==> src/hdl/cmp_decode_pkg.sv <==
package cmp_decode_pkg;

	// Instruction word field positions
	localparam int FLD_A_LSB     = 27;
	localparam int FLD_B_LSB     = 22;
	localparam int FLD_C_LSB     = 17;
	localparam int FLD_OPX_LSB   = 11;
	localparam int FLD_ZERO_LSB  = 6;
	localparam int FLD_IMM_LSB   = 6;
	localparam int FLD_N_LSB     = 6;
	localparam int FLD_READRA    = 16;
	localparam int FLD_READRB    = 15;
	localparam int FLD_WRITERC   = 14;

	// Primary opcodes in bits 5:0
	localparam logic [5:0] OPC_RTYPE   = 6'h3A;
	localparam logic [5:0] OPC_LT_IMM  = 6'h10;
	localparam logic [5:0] OPC_LTU_IMM = 6'h30;
	localparam logic [5:0] OPC_NE_IMM  = 6'h18;
	localparam logic [5:0] OPC_CUSTOM  = 6'h32;

	// Extended opcodes for register form
	localparam logic [5:0] OPX_LT  = 6'h10;
	localparam logic [5:0] OPX_LTU = 6'h30;
	localparam logic [5:0] OPX_NE  = 6'h18;

	// Register offsets (byte addresses)
	localparam logic [7:0] OFS_CTRL    = 8'h00;
	localparam logic [7:0] OFS_STATUS  = 8'h04;
	localparam logic [7:0] OFS_CMP_CNT = 8'h08;
	localparam logic [7:0] OFS_CI_CNT  = 8'h0C;

	// Register field positions and reset values
	localparam int         CTRL_EN_BIT   = 0;
	localparam int         STAT_BUSY_BIT = 0;
	localparam logic       CTRL_EN_RST   = 1'b1;
	localparam logic [31:0] CNT_RST      = 32'h0000_0000;

	// Compare kinds handled by the compare unit
	typedef enum logic [1:0] {CMP_LT, CMP_LTU, CMP_NE} cmp_op_t;

endpackage

==> src/hdl/compare_and_custom_decode.sv <==
// Local design decisions: the placing of the registers and register access over APB.
`timescale 1ns/1ps
// Functional notes
// - R-form: A, B, C, zero field, 0x3A
// - R-form 0x10: signed less-than to C
// - R-form 0x30: unsigned less-than to C
// - R-form 0x18: not-equal to C
// - I-form: A, B destination, 16-bit immediate
// - Immediate 0x10: sign-extend, signed less-than
// - Immediate 0x30: zero-extend, unsigned less-than
// - Immediate 0x18: sign-extend, not-equal
// - Opcode 0x32 reaches 256 custom functions
// - Eight-bit selector presented to user logic
// - Two operands; write C only if selected
// - Bits 16,15,14 mark general registers
// - Cleared bit means custom register file
module compare_and_custom_decode
(
	input  wire logic        i_clk,          // Clock, 40 MHz
	input  wire logic        i_reset,        // Sync reset, high
	input  wire logic        i_ce,           // Clock enable
	input  wire logic        i_psel,         // APB select
	input  wire logic        i_penable,      // APB enable
	input  wire logic        i_pwrite,       // APB write
	input  wire logic [7:0]  i_paddr,        // APB address
	input  wire logic [31:0] i_pwdata,       // APB write data
	output logic [31:0]      o_prdata,       // APB read data
	output logic             o_pready,       // APB ready
	output logic             o_pslverr,      // APB error
	input  wire logic        i_issue_valid,  // Instruction offered
	input  wire logic [31:0] i_instr,        // Instruction word
	input  wire logic [31:0] i_opa,          // General register A value
	input  wire logic [31:0] i_opb,          // General register B value
	output logic             o_issue_ready,  // Instruction taken
	output logic             o_wb_valid,     // Write-back pulse
	output logic [4:0]       o_wb_idx,       // Write-back register
	output logic [31:0]      o_wb_data,      // Write-back value
	output logic             o_unhandled,    // Word outside this slice
	output logic             o_ci_start,     // Custom start pulse
	output logic [7:0]       o_ci_n,         // Custom function selector
	output logic [31:0]      o_ci_dataa,     // Custom operand A
	output logic [31:0]      o_ci_datab,     // Custom operand B
	output logic [4:0]       o_ci_a,         // Custom index A
	output logic [4:0]       o_ci_b,         // Custom index B
	output logic [4:0]       o_ci_c,         // Custom index C
	output logic             o_ci_readra,    // A from general file
	output logic             o_ci_readrb,    // B from general file
	output logic             o_ci_writerc,   // C to general file
	input  wire logic        i_ci_done,      // Custom result pulse
	input  wire logic [31:0] i_ci_result     // Custom result
);

	typedef enum logic {ST_IDLE, ST_CUSTOM} state_t;

	// Five-bit register index at a given position
	function automatic logic [4:0] reg_idx(input logic [31:0] w, input int lsb);
		reg_idx = w[lsb +: 5];
	endfunction

	// Immediate extension, signed or zero
	function automatic logic [31:0] ext_imm(input logic [31:0] w, input logic sgn);
		logic [15:0] imm;
		imm     = w[cmp_decode_pkg::FLD_IMM_LSB +: 16];
		ext_imm = {{16{sgn & imm[15]}}, imm};
	endfunction

	state_t      state_r, state_nxt;        // Sequencer
	logic        ready_r, ready_nxt;        // Issue ready
	logic        wb_valid_r, wb_valid_nxt;  // Write-back strobe
	logic [4:0]  wb_idx_r, wb_idx_nxt;      // Write-back index
	logic [31:0] wb_data_r, wb_data_nxt;    // Write-back data
	logic        unh_r, unh_nxt;            // Unhandled strobe
	logic        start_r, start_nxt;        // Custom start
	logic [7:0]  n_r, n_nxt;                // Custom selector
	logic [31:0] da_r, da_nxt;              // Custom operand A
	logic [31:0] db_r, db_nxt;              // Custom operand B
	logic [4:0]  ca_r, ca_nxt;              // Custom index A
	logic [4:0]  cb_r, cb_nxt;              // Custom index B
	logic [4:0]  cc_r, cc_nxt;              // Custom index C
	logic        rra_r, rra_nxt;            // Read A general
	logic        rrb_r, rrb_nxt;            // Read B general
	logic        wrc_r, wrc_nxt;            // Write C general
	logic        enable;                    // Control enable
	logic        accept;                    // Word taken this cycle
	logic [5:0]  opc;                       // Primary opcode
	logic [5:0]  opx;                       // Extended opcode
	logic        is_cmp;                    // Word is a compare
	logic        is_ci;                     // Word is custom
	cmp_decode_pkg::cmp_op_t cmp_op;        // Compare kind
	logic [31:0] cmp_b;                     // Second compare operand
	logic [4:0]  cmp_dst;                   // Compare destination
	logic        cmp_hit;                   // Compare outcome

	// Instruction decode
	always_comb
	begin
		opc     = i_instr[5:0];
		opx     = i_instr[cmp_decode_pkg::FLD_OPX_LSB +: 6];
		is_cmp  = 1'b0;
		is_ci   = 1'b0;
		cmp_op  = cmp_decode_pkg::CMP_LT;
		cmp_b   = i_opb;
		cmp_dst = reg_idx(i_instr, cmp_decode_pkg::FLD_C_LSB);
		accept  = i_issue_valid && ready_r;
		if (opc == cmp_decode_pkg::OPC_RTYPE &&
		    i_instr[cmp_decode_pkg::FLD_ZERO_LSB +: 5] == 5'h00)
		begin
			is_cmp = 1'b1;
			case (opx)
				cmp_decode_pkg::OPX_LT:  cmp_op = cmp_decode_pkg::CMP_LT;
				cmp_decode_pkg::OPX_LTU: cmp_op = cmp_decode_pkg::CMP_LTU;
				cmp_decode_pkg::OPX_NE:  cmp_op = cmp_decode_pkg::CMP_NE;
				default:                 is_cmp = 1'b0;
			endcase
		end
		else
		begin
			cmp_dst = reg_idx(i_instr, cmp_decode_pkg::FLD_B_LSB);
			case (opc)
				cmp_decode_pkg::OPC_LT_IMM:
				begin
					is_cmp = 1'b1;
					cmp_op = cmp_decode_pkg::CMP_LT;
					cmp_b  = ext_imm(i_instr, 1'b1);
				end
				cmp_decode_pkg::OPC_LTU_IMM:
				begin
					is_cmp = 1'b1;
					cmp_op = cmp_decode_pkg::CMP_LTU;
					cmp_b  = ext_imm(i_instr, 1'b0);
				end
				cmp_decode_pkg::OPC_NE_IMM:
				begin
					is_cmp = 1'b1;
					cmp_op = cmp_decode_pkg::CMP_NE;
					cmp_b  = ext_imm(i_instr, 1'b1);
				end
				cmp_decode_pkg::OPC_CUSTOM: is_ci = 1'b1;
				default:                    is_cmp = 1'b0;
			endcase
		end
	end

	// Compare datapath
	cmp_unit u_cmp
	(
		.i_op  (cmp_op),
		.i_a   (i_opa),
		.i_b   (cmp_b),
		.o_hit (cmp_hit)
	);

	// Register file over APB
	cmp_apb_regs u_regs
	(
		.i_clk     (i_clk),
		.i_reset   (i_reset),
		.i_ce      (i_ce),
		.i_psel    (i_psel),
		.i_penable (i_penable),
		.i_pwrite  (i_pwrite),
		.i_paddr   (i_paddr),
		.i_pwdata  (i_pwdata),
		.i_busy    (state_r == ST_CUSTOM),
		.i_cmp_evt (accept && is_cmp),
		.i_ci_evt  (accept && is_ci),
		.o_prdata  (o_prdata),
		.o_pready  (o_pready),
		.o_pslverr (o_pslverr),
		.o_enable  (enable)
	);

	// Sequencer next state
	always_comb
	begin
		state_nxt    = state_r;
		wb_valid_nxt = 1'b0;
		wb_idx_nxt   = wb_idx_r;
		wb_data_nxt  = wb_data_r;
		unh_nxt      = 1'b0;
		start_nxt    = 1'b0;
		n_nxt        = n_r;
		da_nxt       = da_r;
		db_nxt       = db_r;
		ca_nxt       = ca_r;
		cb_nxt       = cb_r;
		cc_nxt       = cc_r;
		rra_nxt      = rra_r;
		rrb_nxt      = rrb_r;
		wrc_nxt      = wrc_r;
		case (state_r)
			ST_IDLE:
			begin
				if (accept && is_cmp)
				begin
					wb_valid_nxt = 1'b1;
					wb_idx_nxt   = cmp_dst;
					wb_data_nxt  = {31'h0000_0000, cmp_hit};
				end
				else if (accept && is_ci)
				begin
					// selector and indices to user logic
					start_nxt = 1'b1;
					n_nxt     = i_instr[cmp_decode_pkg::FLD_N_LSB +: 8];
					da_nxt    = i_opa;
					db_nxt    = i_opb;
					ca_nxt    = reg_idx(i_instr, cmp_decode_pkg::FLD_A_LSB);
					cb_nxt    = reg_idx(i_instr, cmp_decode_pkg::FLD_B_LSB);
					cc_nxt    = reg_idx(i_instr, cmp_decode_pkg::FLD_C_LSB);
					rra_nxt   = i_instr[cmp_decode_pkg::FLD_READRA];
					rrb_nxt   = i_instr[cmp_decode_pkg::FLD_READRB];
					wrc_nxt   = i_instr[cmp_decode_pkg::FLD_WRITERC];
					state_nxt = ST_CUSTOM;
				end
				else if (accept)
				begin
					unh_nxt = 1'b1;
				end
			end
			ST_CUSTOM:
			begin
				if (i_ci_done)
				begin
					// else result stays in custom file
					wb_valid_nxt = wrc_r;
					wb_idx_nxt   = wrc_r ? cc_r : wb_idx_r;
					wb_data_nxt  = wrc_r ? i_ci_result : wb_data_r;
					state_nxt    = ST_IDLE;
				end
			end
			default: state_nxt = ST_IDLE;
		endcase
		ready_nxt = (state_nxt == ST_IDLE) && enable;
	end

	// Sequencer registers
	always_ff @(posedge i_clk)
	begin
		if (i_reset)
		begin
			state_r    <= ST_IDLE;
			ready_r    <= 1'b0;
			wb_valid_r <= 1'b0;
			wb_idx_r   <= 5'h00;
			wb_data_r  <= 32'h0000_0000;
			unh_r      <= 1'b0;
			start_r    <= 1'b0;
			n_r        <= 8'h00;
			da_r       <= 32'h0000_0000;
			db_r       <= 32'h0000_0000;
			ca_r       <= 5'h00;
			cb_r       <= 5'h00;
			cc_r       <= 5'h00;
			rra_r      <= 1'b0;
			rrb_r      <= 1'b0;
			wrc_r      <= 1'b0;
		end
		else if (i_ce)
		begin
			state_r    <= state_nxt;
			ready_r    <= ready_nxt;
			wb_valid_r <= wb_valid_nxt;
			wb_idx_r   <= wb_idx_nxt;
			wb_data_r  <= wb_data_nxt;
			unh_r      <= unh_nxt;
			start_r    <= start_nxt;
			n_r        <= n_nxt;
			da_r       <= da_nxt;
			db_r       <= db_nxt;
			ca_r       <= ca_nxt;
			cb_r       <= cb_nxt;
			cc_r       <= cc_nxt;
			rra_r      <= rra_nxt;
			rrb_r      <= rrb_nxt;
			wrc_r      <= wrc_nxt;
		end
	end

	assign o_issue_ready = ready_r;
	assign o_wb_valid    = wb_valid_r;
	assign o_wb_idx      = wb_idx_r;
	assign o_wb_data     = wb_data_r;
	assign o_unhandled   = unh_r;
	assign o_ci_start    = start_r;
	assign o_ci_n        = n_r;
	assign o_ci_dataa    = da_r;
	assign o_ci_datab    = db_r;
	assign o_ci_a        = ca_r;
	assign o_ci_b        = cb_r;
	assign o_ci_c        = cc_r;
	assign o_ci_readra   = rra_r;
	assign o_ci_readrb   = rrb_r;
	assign o_ci_writerc  = wrc_r;

	// Reference values for the checks below
	logic        go;                        // Taken with clock enabled
	logic        r_form;                    // Valid R-form frame
	logic [31:0] simm;                      // Sign-extended immediate
	logic [31:0] zimm;                      // Zero-extended immediate
	assign go     = accept && i_ce && state_r == ST_IDLE;
	assign r_form = i_instr[5:0] == 6'h3A && i_instr[10:6] == 5'h00;
	assign simm   = {{16{i_instr[21]}}, i_instr[21:6]};
	assign zimm   = {16'h0000, i_instr[21:6]};
endmodule

==> src/hdl/cmp_unit.sv <==
`timescale 1ns/1ps
// Pure compare datapath, one bit result
module cmp_unit
(
	input  wire cmp_decode_pkg::cmp_op_t i_op,   // Compare kind
	input  wire logic [31:0]             i_a,    // Operand A
	input  wire logic [31:0]             i_b,    // Operand B or extended immediate
	output logic                         o_hit   // Compare true
);

	// Select the comparison
	always_comb
	begin
		case (i_op)
			cmp_decode_pkg::CMP_LT:  o_hit = $signed(i_a) < $signed(i_b);
			cmp_decode_pkg::CMP_LTU: o_hit = i_a < i_b;
			cmp_decode_pkg::CMP_NE:  o_hit = i_a != i_b;
			default:                 o_hit = 1'b0;
		endcase
	end

endmodule

==> src/hdl/cmp_apb_regs.sv <==
`timescale 1ns/1ps
// APB slave with control, status and event counters
module cmp_apb_regs
(
	input  wire logic        i_clk,      // Clock
	input  wire logic        i_reset,    // Sync reset, high
	input  wire logic        i_ce,       // Clock enable
	input  wire logic        i_psel,     // APB select
	input  wire logic        i_penable,  // APB enable
	input  wire logic        i_pwrite,   // APB write
	input  wire logic [7:0]  i_paddr,    // APB address
	input  wire logic [31:0] i_pwdata,   // APB write data
	input  wire logic        i_busy,     // Custom op in flight
	input  wire logic        i_cmp_evt,  // Compare retired pulse
	input  wire logic        i_ci_evt,   // Custom launched pulse
	output logic [31:0]      o_prdata,   // APB read data
	output logic             o_pready,   // APB ready
	output logic             o_pslverr,  // APB error
	output logic             o_enable    // Issue enable
);

	logic [31:0] prdata_r, prdata_nxt;     // Read data
	logic        pready_r, pready_nxt;     // Ready
	logic        pslverr_r, pslverr_nxt;   // Error
	logic        en_r, en_nxt;             // Control enable
	logic [31:0] cmp_cnt_r, cmp_cnt_nxt;   // Compares retired
	logic [31:0] ci_cnt_r, ci_cnt_nxt;     // Custom ops launched
	logic        setup;                    // Setup phase seen
	logic        mapped;                   // Address decodes

	// Next state: answer one cycle after setup
	always_comb
	begin
		setup       = i_psel && !i_penable;
		mapped      = (i_paddr == cmp_decode_pkg::OFS_CTRL) ||
		              (i_paddr == cmp_decode_pkg::OFS_STATUS) ||
		              (i_paddr == cmp_decode_pkg::OFS_CMP_CNT) ||
		              (i_paddr == cmp_decode_pkg::OFS_CI_CNT);
		pready_nxt  = setup;
		pslverr_nxt = setup && !mapped;
		prdata_nxt  = 32'h0000_0000;
		en_nxt      = en_r;
		cmp_cnt_nxt = cmp_cnt_r + {31'h0000_0000, i_cmp_evt};
		ci_cnt_nxt  = ci_cnt_r + {31'h0000_0000, i_ci_evt};
		// Read data captured at setup
		if (setup && !i_pwrite)
		begin
			case (i_paddr)
				cmp_decode_pkg::OFS_CTRL:
					prdata_nxt[cmp_decode_pkg::CTRL_EN_BIT] = en_r;
				cmp_decode_pkg::OFS_STATUS:
					prdata_nxt[cmp_decode_pkg::STAT_BUSY_BIT] = i_busy;
				cmp_decode_pkg::OFS_CMP_CNT: prdata_nxt = cmp_cnt_r;
				cmp_decode_pkg::OFS_CI_CNT:  prdata_nxt = ci_cnt_r;
				default:                     prdata_nxt = 32'h0000_0000;
			endcase
		end
		// Write takes effect in the completing access cycle
		if (i_psel && i_penable && pready_r && i_pwrite &&
		    i_paddr == cmp_decode_pkg::OFS_CTRL)
		begin
			en_nxt = i_pwdata[cmp_decode_pkg::CTRL_EN_BIT];
		end
	end

	// Registers
	always_ff @(posedge i_clk)
	begin
		if (i_reset)
		begin
			prdata_r  <= 32'h0000_0000;
			pready_r  <= 1'b0;
			pslverr_r <= 1'b0;
			en_r      <= cmp_decode_pkg::CTRL_EN_RST;
			cmp_cnt_r <= cmp_decode_pkg::CNT_RST;
			ci_cnt_r  <= cmp_decode_pkg::CNT_RST;
		end
		else if (i_ce)
		begin
			prdata_r  <= prdata_nxt;
			pready_r  <= pready_nxt;
			pslverr_r <= pslverr_nxt;
			en_r      <= en_nxt;
			cmp_cnt_r <= cmp_cnt_nxt;
			ci_cnt_r  <= ci_cnt_nxt;
		end
	end

	assign o_prdata  = prdata_r;
	assign o_pready  = pready_r;
	assign o_pslverr = pslverr_r;
	assign o_enable  = en_r;

endmodule

==> config.mk <==
export PLATFORM = sky130hd
export DESIGN_NAME = compare_and_custom_decode
export DESIGN_NICKNAME = d
export VERILOG_FILES = /design/src/hdl/cmp_decode_pkg.sv /design/src/hdl/compare_and_custom_decode.sv /design/src/hdl/cmp_unit.sv /design/src/hdl/cmp_apb_regs.sv
export SDC_FILE = /design/constraint.sdc
export NUM_CORES = 1
export LEC_CHECK = 0
export ABC_AREA = 1
export BUFFER_PORTS_ARGS = -buffer_cell sky130_fd_sc_hd__buf_2
export CORE_MARGIN = 4
export CORE_UTILIZATION = 30
export DETAILED_ROUTE_END_ITERATION = 16
export GPL_TIMING_DRIVEN = 0
export PLACE_DENSITY = 0.49
export SLEW_MARGIN = 20
export SYNTH_ARGS = -nofsm -noshare
export SYNTH_HDL_FRONTEND = slang
export SYNTH_SLANG_ARGS = --single-unit
==> constraint.sdc <==
create_clock -name i_clk -period 3.9 [get_ports i_clk]
set_input_delay 0.78 -clock i_clk [delete_from_list [all_inputs] [get_ports i_clk]]
set_output_delay 0.78 -clock i_clk [all_outputs]
set_load 0.05 [all_outputs]
After elaboration in Yosys (flattened, before gate mapping). Cells that the tools add are included.

$mul: 0. Equal/unequal tests: 17. Divide/modulo/power cells: 0. Bitwise operators: 3. Add/sub/neg operators: 2. Reductions and logical operators: 27. Magnitude comparators: 2. Shifts and indexed selects: 0. Multiplexer cells: 35.

Operator list (number): 32-bit 2-to-1 mux (5); 32-bit one-hot mux with 2 select lines (2); 32-bit by 1-bit adder with 32-bit output (2); 32-bit less-than comparator (2); 31-bit one-hot mux with 2 select lines (1); 32-bit != test (1); 6-bit by 5-bit equality test with 1-bit output, second input constant (4); 6-bit equality test, second input constant (4); 5-bit 2-to-1 mux (4); 8-bit by 4-bit equality test with 1-bit output, second input constant (2); 1-bit 2-to-1 mux (15); 1-bit logical AND (12); 5-bit one-hot mux with 2 select lines (1); 8-bit by 3-bit equality test with 1-bit output, second input constant (1); 8-bit zero test (1); 2-bit one-hot mux with 2 select lines (2); 4-bit AND reduction (2); 3-bit OR reduction (2); 5-bit zero test (1); 2-bit by 1-bit != test with 1-bit output, second input constant (2); 1-bit one-hot mux with 2 select lines (2); 1-bit one-hot mux with 4 select lines (1); 1-bit zero test (3); 1-bit logical OR (3); other kinds (9) (11).

ROM bits: 0. Logic and storage cells: 108. Memory bits (writable): 0. Flip-flop bits (word level): 231. Output and inout bits: 165. Bits in latches: 0. Memories: 0.

Longest topological paths before layout.
Word-level depth: 9. Gate-level depth with buffers: 24.

Hierarchy. A second synthesis with hierarchy kept.

Cells, all modules: 1817. Area, all modules: 12253.0 um^2.

Modules (own cells, without submodules): compare_and_custom_decode (area each 5960.7 um^2, times used 1, cells an instance 835); cmp_apb_regs (area each 5352.6 um^2, times used 1, cells an instance 830); cmp_unit (area each 939.7 um^2, times used 1, cells an instance 152).

Least setup slack after synthesis. No wires, ideal clock.

Path kind: input-to-reg. Start: input i_instr[1]. End: register wb_data_r[0] (netlist: o_wb_data[0]). Setup slack: 0.827 ns. Cell stages on the path: 17. Data required time: 3.782 ns. Data arrival time: 2.955 ns. Setup time: 0.118 ns. Path through: nor2_1 nand3_1 o21ai_0 clkbuf_1 o21ai_0 ha_1 nand2_1 nor2_1 nand2_1 nor3_1 nand2_1 nand2_1 nand2_1 nand3_1 nand2_1 nand2_1 a21oi_1.

Longest elaborated chain between the ends: 8. Elaborated cells between the ends (all ways): 25. Those cells by class: order compare: 2; eq/ne: 8; mux: 9; reduce/logical: 6.

Ends and longest elaborated chain: start, declared (line compare_and_custom_decode.sv:31) `input wire logic [31:0] i_instr,`; 6-bit by 5-bit equality test with 1-bit output (line compare_and_custom_decode.sv:119) `case (opc)`; 2-bit OR reduction (no source line); 32-bit one-hot mux with 2 select lines (line compare_and_custom_decode.sv:119); 32-bit 2-to-1 mux (line compare_and_custom_decode.sv:105) `if (opc == cmp_decode_pkg::OPC_RTYPE &&`; 32-bit less-than comparator, or another cell as far along (line cmp_unit.sv:16) `cmp_decode_pkg::CMP_LTU: o_hit = i_a < i_b;`; 1-bit one-hot mux with 3 select lines (line cmp_unit.sv:14) `case (i_op)`; 32-bit 2-to-1 mux (line compare_and_custom_decode.sv:194) `if (accept && is_cmp)`; 32-bit one-hot mux with 2 select lines (line compare_and_custom_decode.sv:191) `case (state_r)`; end signal, assigned (line compare_and_custom_decode.sv:264) `wb_data_r <= wb_data_nxt;`; end, declared (line compare_and_custom_decode.sv:71) `logic [31:0] wb_data_r, wb_data_nxt;`.

Several ways; a longest one is shown, not always the timed one. The select of a mux whose other input is x is not followed. A chain may end at the register's enable or synchronous reset.

Worst setup path in the final report.
Start: input i_instr[2]. End: register u_regs.cmp_cnt_r[20].

Longest elaborated chain between the ends: 6. Elaborated cells between the ends (all ways): 10. Those cells by class: add/sub: 1; eq/ne: 4; mux: 2; reduce/logical: 3.

Ends and longest elaborated chain: 6-bit by 5-bit equality test with 1-bit output / 6-bit equality test (equally long branches) (line compare_and_custom_decode.sv:119); 3-bit OR reduction (no source line); 1-bit 2-to-1 mux (line compare_and_custom_decode.sv:119); 1-bit 2-to-1 mux (*) (line compare_and_custom_decode.sv:105); 1-bit logical AND (*) (line compare_and_custom_decode.sv:165) `.i_cmp_evt (accept && is_cmp),`; 32-bit by 1-bit adder with 32-bit output (*) (line cmp_apb_regs.sv:43) `cmp_cnt_nxt = cmp_cnt_r + {31'h0000_0000, i_cmp_evt};`; end signal, assigned (line cmp_apb_regs.sv:75) `cmp_cnt_r <= cmp_decode_pkg::CNT_RST;`; end signal, assigned (line cmp_apb_regs.sv:84) `cmp_cnt_r <= cmp_cnt_nxt;`; end, declared (line cmp_apb_regs.sv:26) `logic [31:0] cmp_cnt_r, cmp_cnt_nxt;`.

Mark *: on every way between the ends. The rest lies on a longest branch, timed or not.

==> flow_metrics.env <==
export IMPL_status="completed"
export IMPL_hold_violations=0
export IMPL_synth_cells=1488
export IMPL_cap_violations=0
export IMPL_synth_top_family_by_area="simple AND/OR/NAND/NOR gates"
export IMPL_ioPinCount=341
export IMPL_vias=11050
export IMPL_crit_type="in -> reg"
export IMPL_drtIter0Drc=457
export IMPL_holdCritPathClass="reg -> reg"
export IMPL_rows=68
export IMPL_viasPerCell=4.794
export IMPL_start_util_pct=30.61
export IMPL_rsz0062_at_grt="false"
export IMPL_drc_errors=0
export IMPL_synthesis_area_sq_um=10650
export IMPL_synthArstFlopShare_pct=0
export IMPL_antenna_found_initial=11
export IMPL_start_kind="input pin"
export IMPL_finalCritPeriodShare_pct=87.97
export IMPL_area_growth_syn_to_layout_pct=28.98
export IMPL_avgSynthCellArea_sq_um=7.157
export IMPL_cts_made_buffers=28
export IMPL_grt_pass1_vias=10910
export IMPL_finalWeightedCongestion=0.8788
export IMPL_crit_path_end_kind="flip-flop"
export IMPL_cts_setup_buffers=0
export IMPL_ys_seq_area_share_pct=43.42
export IMPL_die_y_um=196.4
export IMPL_core_sq_um=34800
export IMPL_critPathMaxFanout=5
export IMPL_total_power_mw=5.454
export IMPL_cts_buffer_depth=3
export IMPL_crit_start="i_instr[2]"
export IMPL_dr_pass1_iters=5
export IMPL_tritoncts="built"
export IMPL_die_w_um=196.4
export IMPL_fillers=3811
export IMPL_grtUsageTotal_pct=20.23
export IMPL_dp_hpwl_mm=32.06
export IMPL_r2r_start="o_issue_ready$_SDFFE_PP0P_"
export IMPL_drive_gt1_share_pct=21.67
export IMPL_synth_mux_area_share_pct=0.2820
export IMPL_skew_ns=0.01099
export IMPL_max_freq_ghz=0.2915
export IMPL_synth_top_area_share_pct=43.42
export IMPL_critPathArrivalTime_ns=3.85
export IMPL_min_from="o_ci_datab[2]$_SDFFE_PP0P_"
export IMPL_cp_required_ns=4.32
export IMPL_tightest_slew_ns=0.9612
export IMPL_slew_viol_final=0
export IMPL_min_period_ns=3.431
export IMPL_hold_path_cell_count=2
export IMPL_grt_pass1_wl_mm=62.09
export IMPL_multi_input_area_sq_um=5303
export IMPL_dpl_cell_area_sq_um=12760
export IMPL_routed_wl_mm=40.58
export IMPL_dp_cells=2251
export IMPL_synth_cell_type_count=43
export IMPL_wl_per_cell_um=17.61
export IMPL_whs_ns=0.4592
export IMPL_yosysTopAreaCell="dfxtp_1"
export IMPL_worstRegToRegCells=13
export IMPL_p_leak_nw=5.681
export IMPL_ir_worst_vdd_uv=350.3
export IMPL_clk_pin_slew_ns=0.06
export IMPL_syn_num_nets=1700
export IMPL_grt_max_degree=14
export IMPL_postLayoutCellArea_sq_um=13740
export IMPL_ff_latch_area_sq_um=4624
export IMPL_ys_warn_count=0
export IMPL_maxSlewHeadroom_pct=35.92
export IMPL_root_buffer="clkbuf_16"
export IMPL_numPortBuffers=308
export IMPL_synth_compound_area_share_pct=16.82
export IMPL_die_area_sq_um=38580
export IMPL_synthFlopType="dfxtp_1"
export IMPL_synth_adder_area_share_pct=4.229
export IMPL_overflow=0
export IMPL_synth_edf_count=0
export IMPL_nNetsFinal=2038
export IMPL_synth_xor_area_share_pct=0.9046
export IMPL_p_per_area_nw_per_um2=397.1
export IMPL_setup_viol=0
export IMPL_cts_num_sinks=231
export IMPL_synth_seq_cells=231
export IMPL_synthSimpleGateAreaFrac_pct=27.42
export IMPL_htree_num_levels=1
export IMPL_final_cells=2304
export IMPL_ant_nets=0
export IMPL_synth_top_cells_by_area="dfxtp_1 (43%), nand2_1 (16%), a21oi_1 (10%)"
export IMPL_clk_latency_ns=0.54
[worst paths after layout]
kind,to,slack [ns]
max reg2reg,u_regs.cmp_cnt_r[20]$_SDFFE_PP0P_,1.06
max,u_regs.cmp_cnt_r[20]$_SDFFE_PP0P_,0.47
min,o_ci_datab[2]$_SDFFE_PP0P_,0.46
min reg2reg,o_ci_datab[2]$_SDFFE_PP0P_,0.46
[area by class of cell]
type,instances,area share [%]
sequential,231,33.66
tap,455,4.144
clock buffer,38,5.747
buffer,72,2.150
multi-input combinational,1068,38.60
inverter,117,3.215
antenna,3,0.05465
clock inverter,12,1.202
timing repair buffer,308,11.22
[cell usage in the layout, fill, tap and decap left out, types with 2 or more instances in the layout]
cell,netlist,final
a211oi_1,5,5
a21o_1,2,2
a21oi_1,221,221
buf_2,14,322
buf_4,2,2
bufinv_16,0,4
clkbuf_1,56,62
clkbuf_16,0,29
clkbuf_8,0,3
clkinv_2,0,6
clkinvlp_4,0,2
dfxtp_1,231,231
diode_2,0,3
ha_1,36,36
inv_1,112,112
inv_2,3,3
mux2i_1,3,3
nand2_1,454,454
nand2_2,2,2
nand3_1,33,33
nand3_2,2,2
nand3_4,3,3
nand3b_1,6,6
nand4_1,19,19
nor2_1,95,93
nor2_2,5,7
nor2_4,4,4
nor2_8,2,2
nor3_1,39,39
nor4_1,5,5
nor4_4,1,2
o21a_1,7,7
o21ai_0,70,69
o21ai_1,5,6
o22ai_1,27,27
xor2_1,11,11
[Yosys cell counts, types with 19 or more instances]
master,count
nand2_1,454
nand3_1,33
o22ai_1,27
a21oi_1,221
inv_1,112
nand4_1,19
ha_1,36
nor3_1,39
nor2_1,95
o21ai_0,70
dfxtp_1,231
clkbuf_1,56
[stage by stage]
step,util (%),worst slack [ns],TNS [ns]
after floorplan,-,0.8273,0
after global placement,36.67,-0.1992,-0.3722
after detailed placement,36.67,-0.2032,-0.4042
after CTS,39.41,0.3651,0
after global routing,39.48,0.04350,0
final,39.48,0.4693,0
[state kept, by name, summed over array words and instances, names as in the netlist, 5 cells and up]
signal            cells
o_wb_data            32
o_ci_a                5
o_ci_c                5
u_regs.cmp_cnt_r     32
u_regs.ci_cnt_r      32
o_ci_n                8
o_ci_b                5
o_ci_datab           32
u_regs.o_prdata      32
o_wb_idx              5
o_ci_dataa           32
[timing repair]
| action | CTS | global route |
|---|---|---|
| hold buffers | 0 | 0 |
| setup endpoints to repair | 0 | 2 |
| resized for setup | 0 | 4 |
[routing by layer]
| metal | routed length [um] | share of wire [%] | track usage (%) |
|---|---|---|---|
| met2 | 19000 | 47 | 34.36 |
| met3 | 3190 | 7.9 | 6.256 |
| met1 | 17070 | 42 | 24.70 |
| met5 | 88 | 0.22 | 0 |
| met4 | 1234 | 3.0 | 6.129 |
[where the power goes]
group | leakage [nW] | switching (mW) | internal [mW] | total, mW
sequential | 1.86 | 0.00409 | 2.37 | 2.37
clock | 0.466 | 1.06 | 1.67 | 2.73
combinational | 3.35 | 0.226 | 0.125 | 0.351
[cell families after synthesis]
group | count (synthesis)
xor+xnor | 11
flops | 231
simple gates | 677
compound gates | 341
fa+ha+maj | 36
mux | 3
buf+inv | 189
[critical path: stages]
cell,delay (ns)
buf_2,0.10
inv_1,0.07
nand2_1,0.05
nor3b_1,0.35
nand3_1,0.19
a21oi_2,0.26
ha_1,0.22
ha_1,0.20
nand3_1,0.22
nor2_2,0.22
nand2_1,0.09
nor2_1,0.21
nand2_1,0.17
nor3_1,0.31
nand4_1,0.18
o21ai_1,0.16
a21oi_1,0.05
No activity file was read; power rests on OpenSTA's default activity.
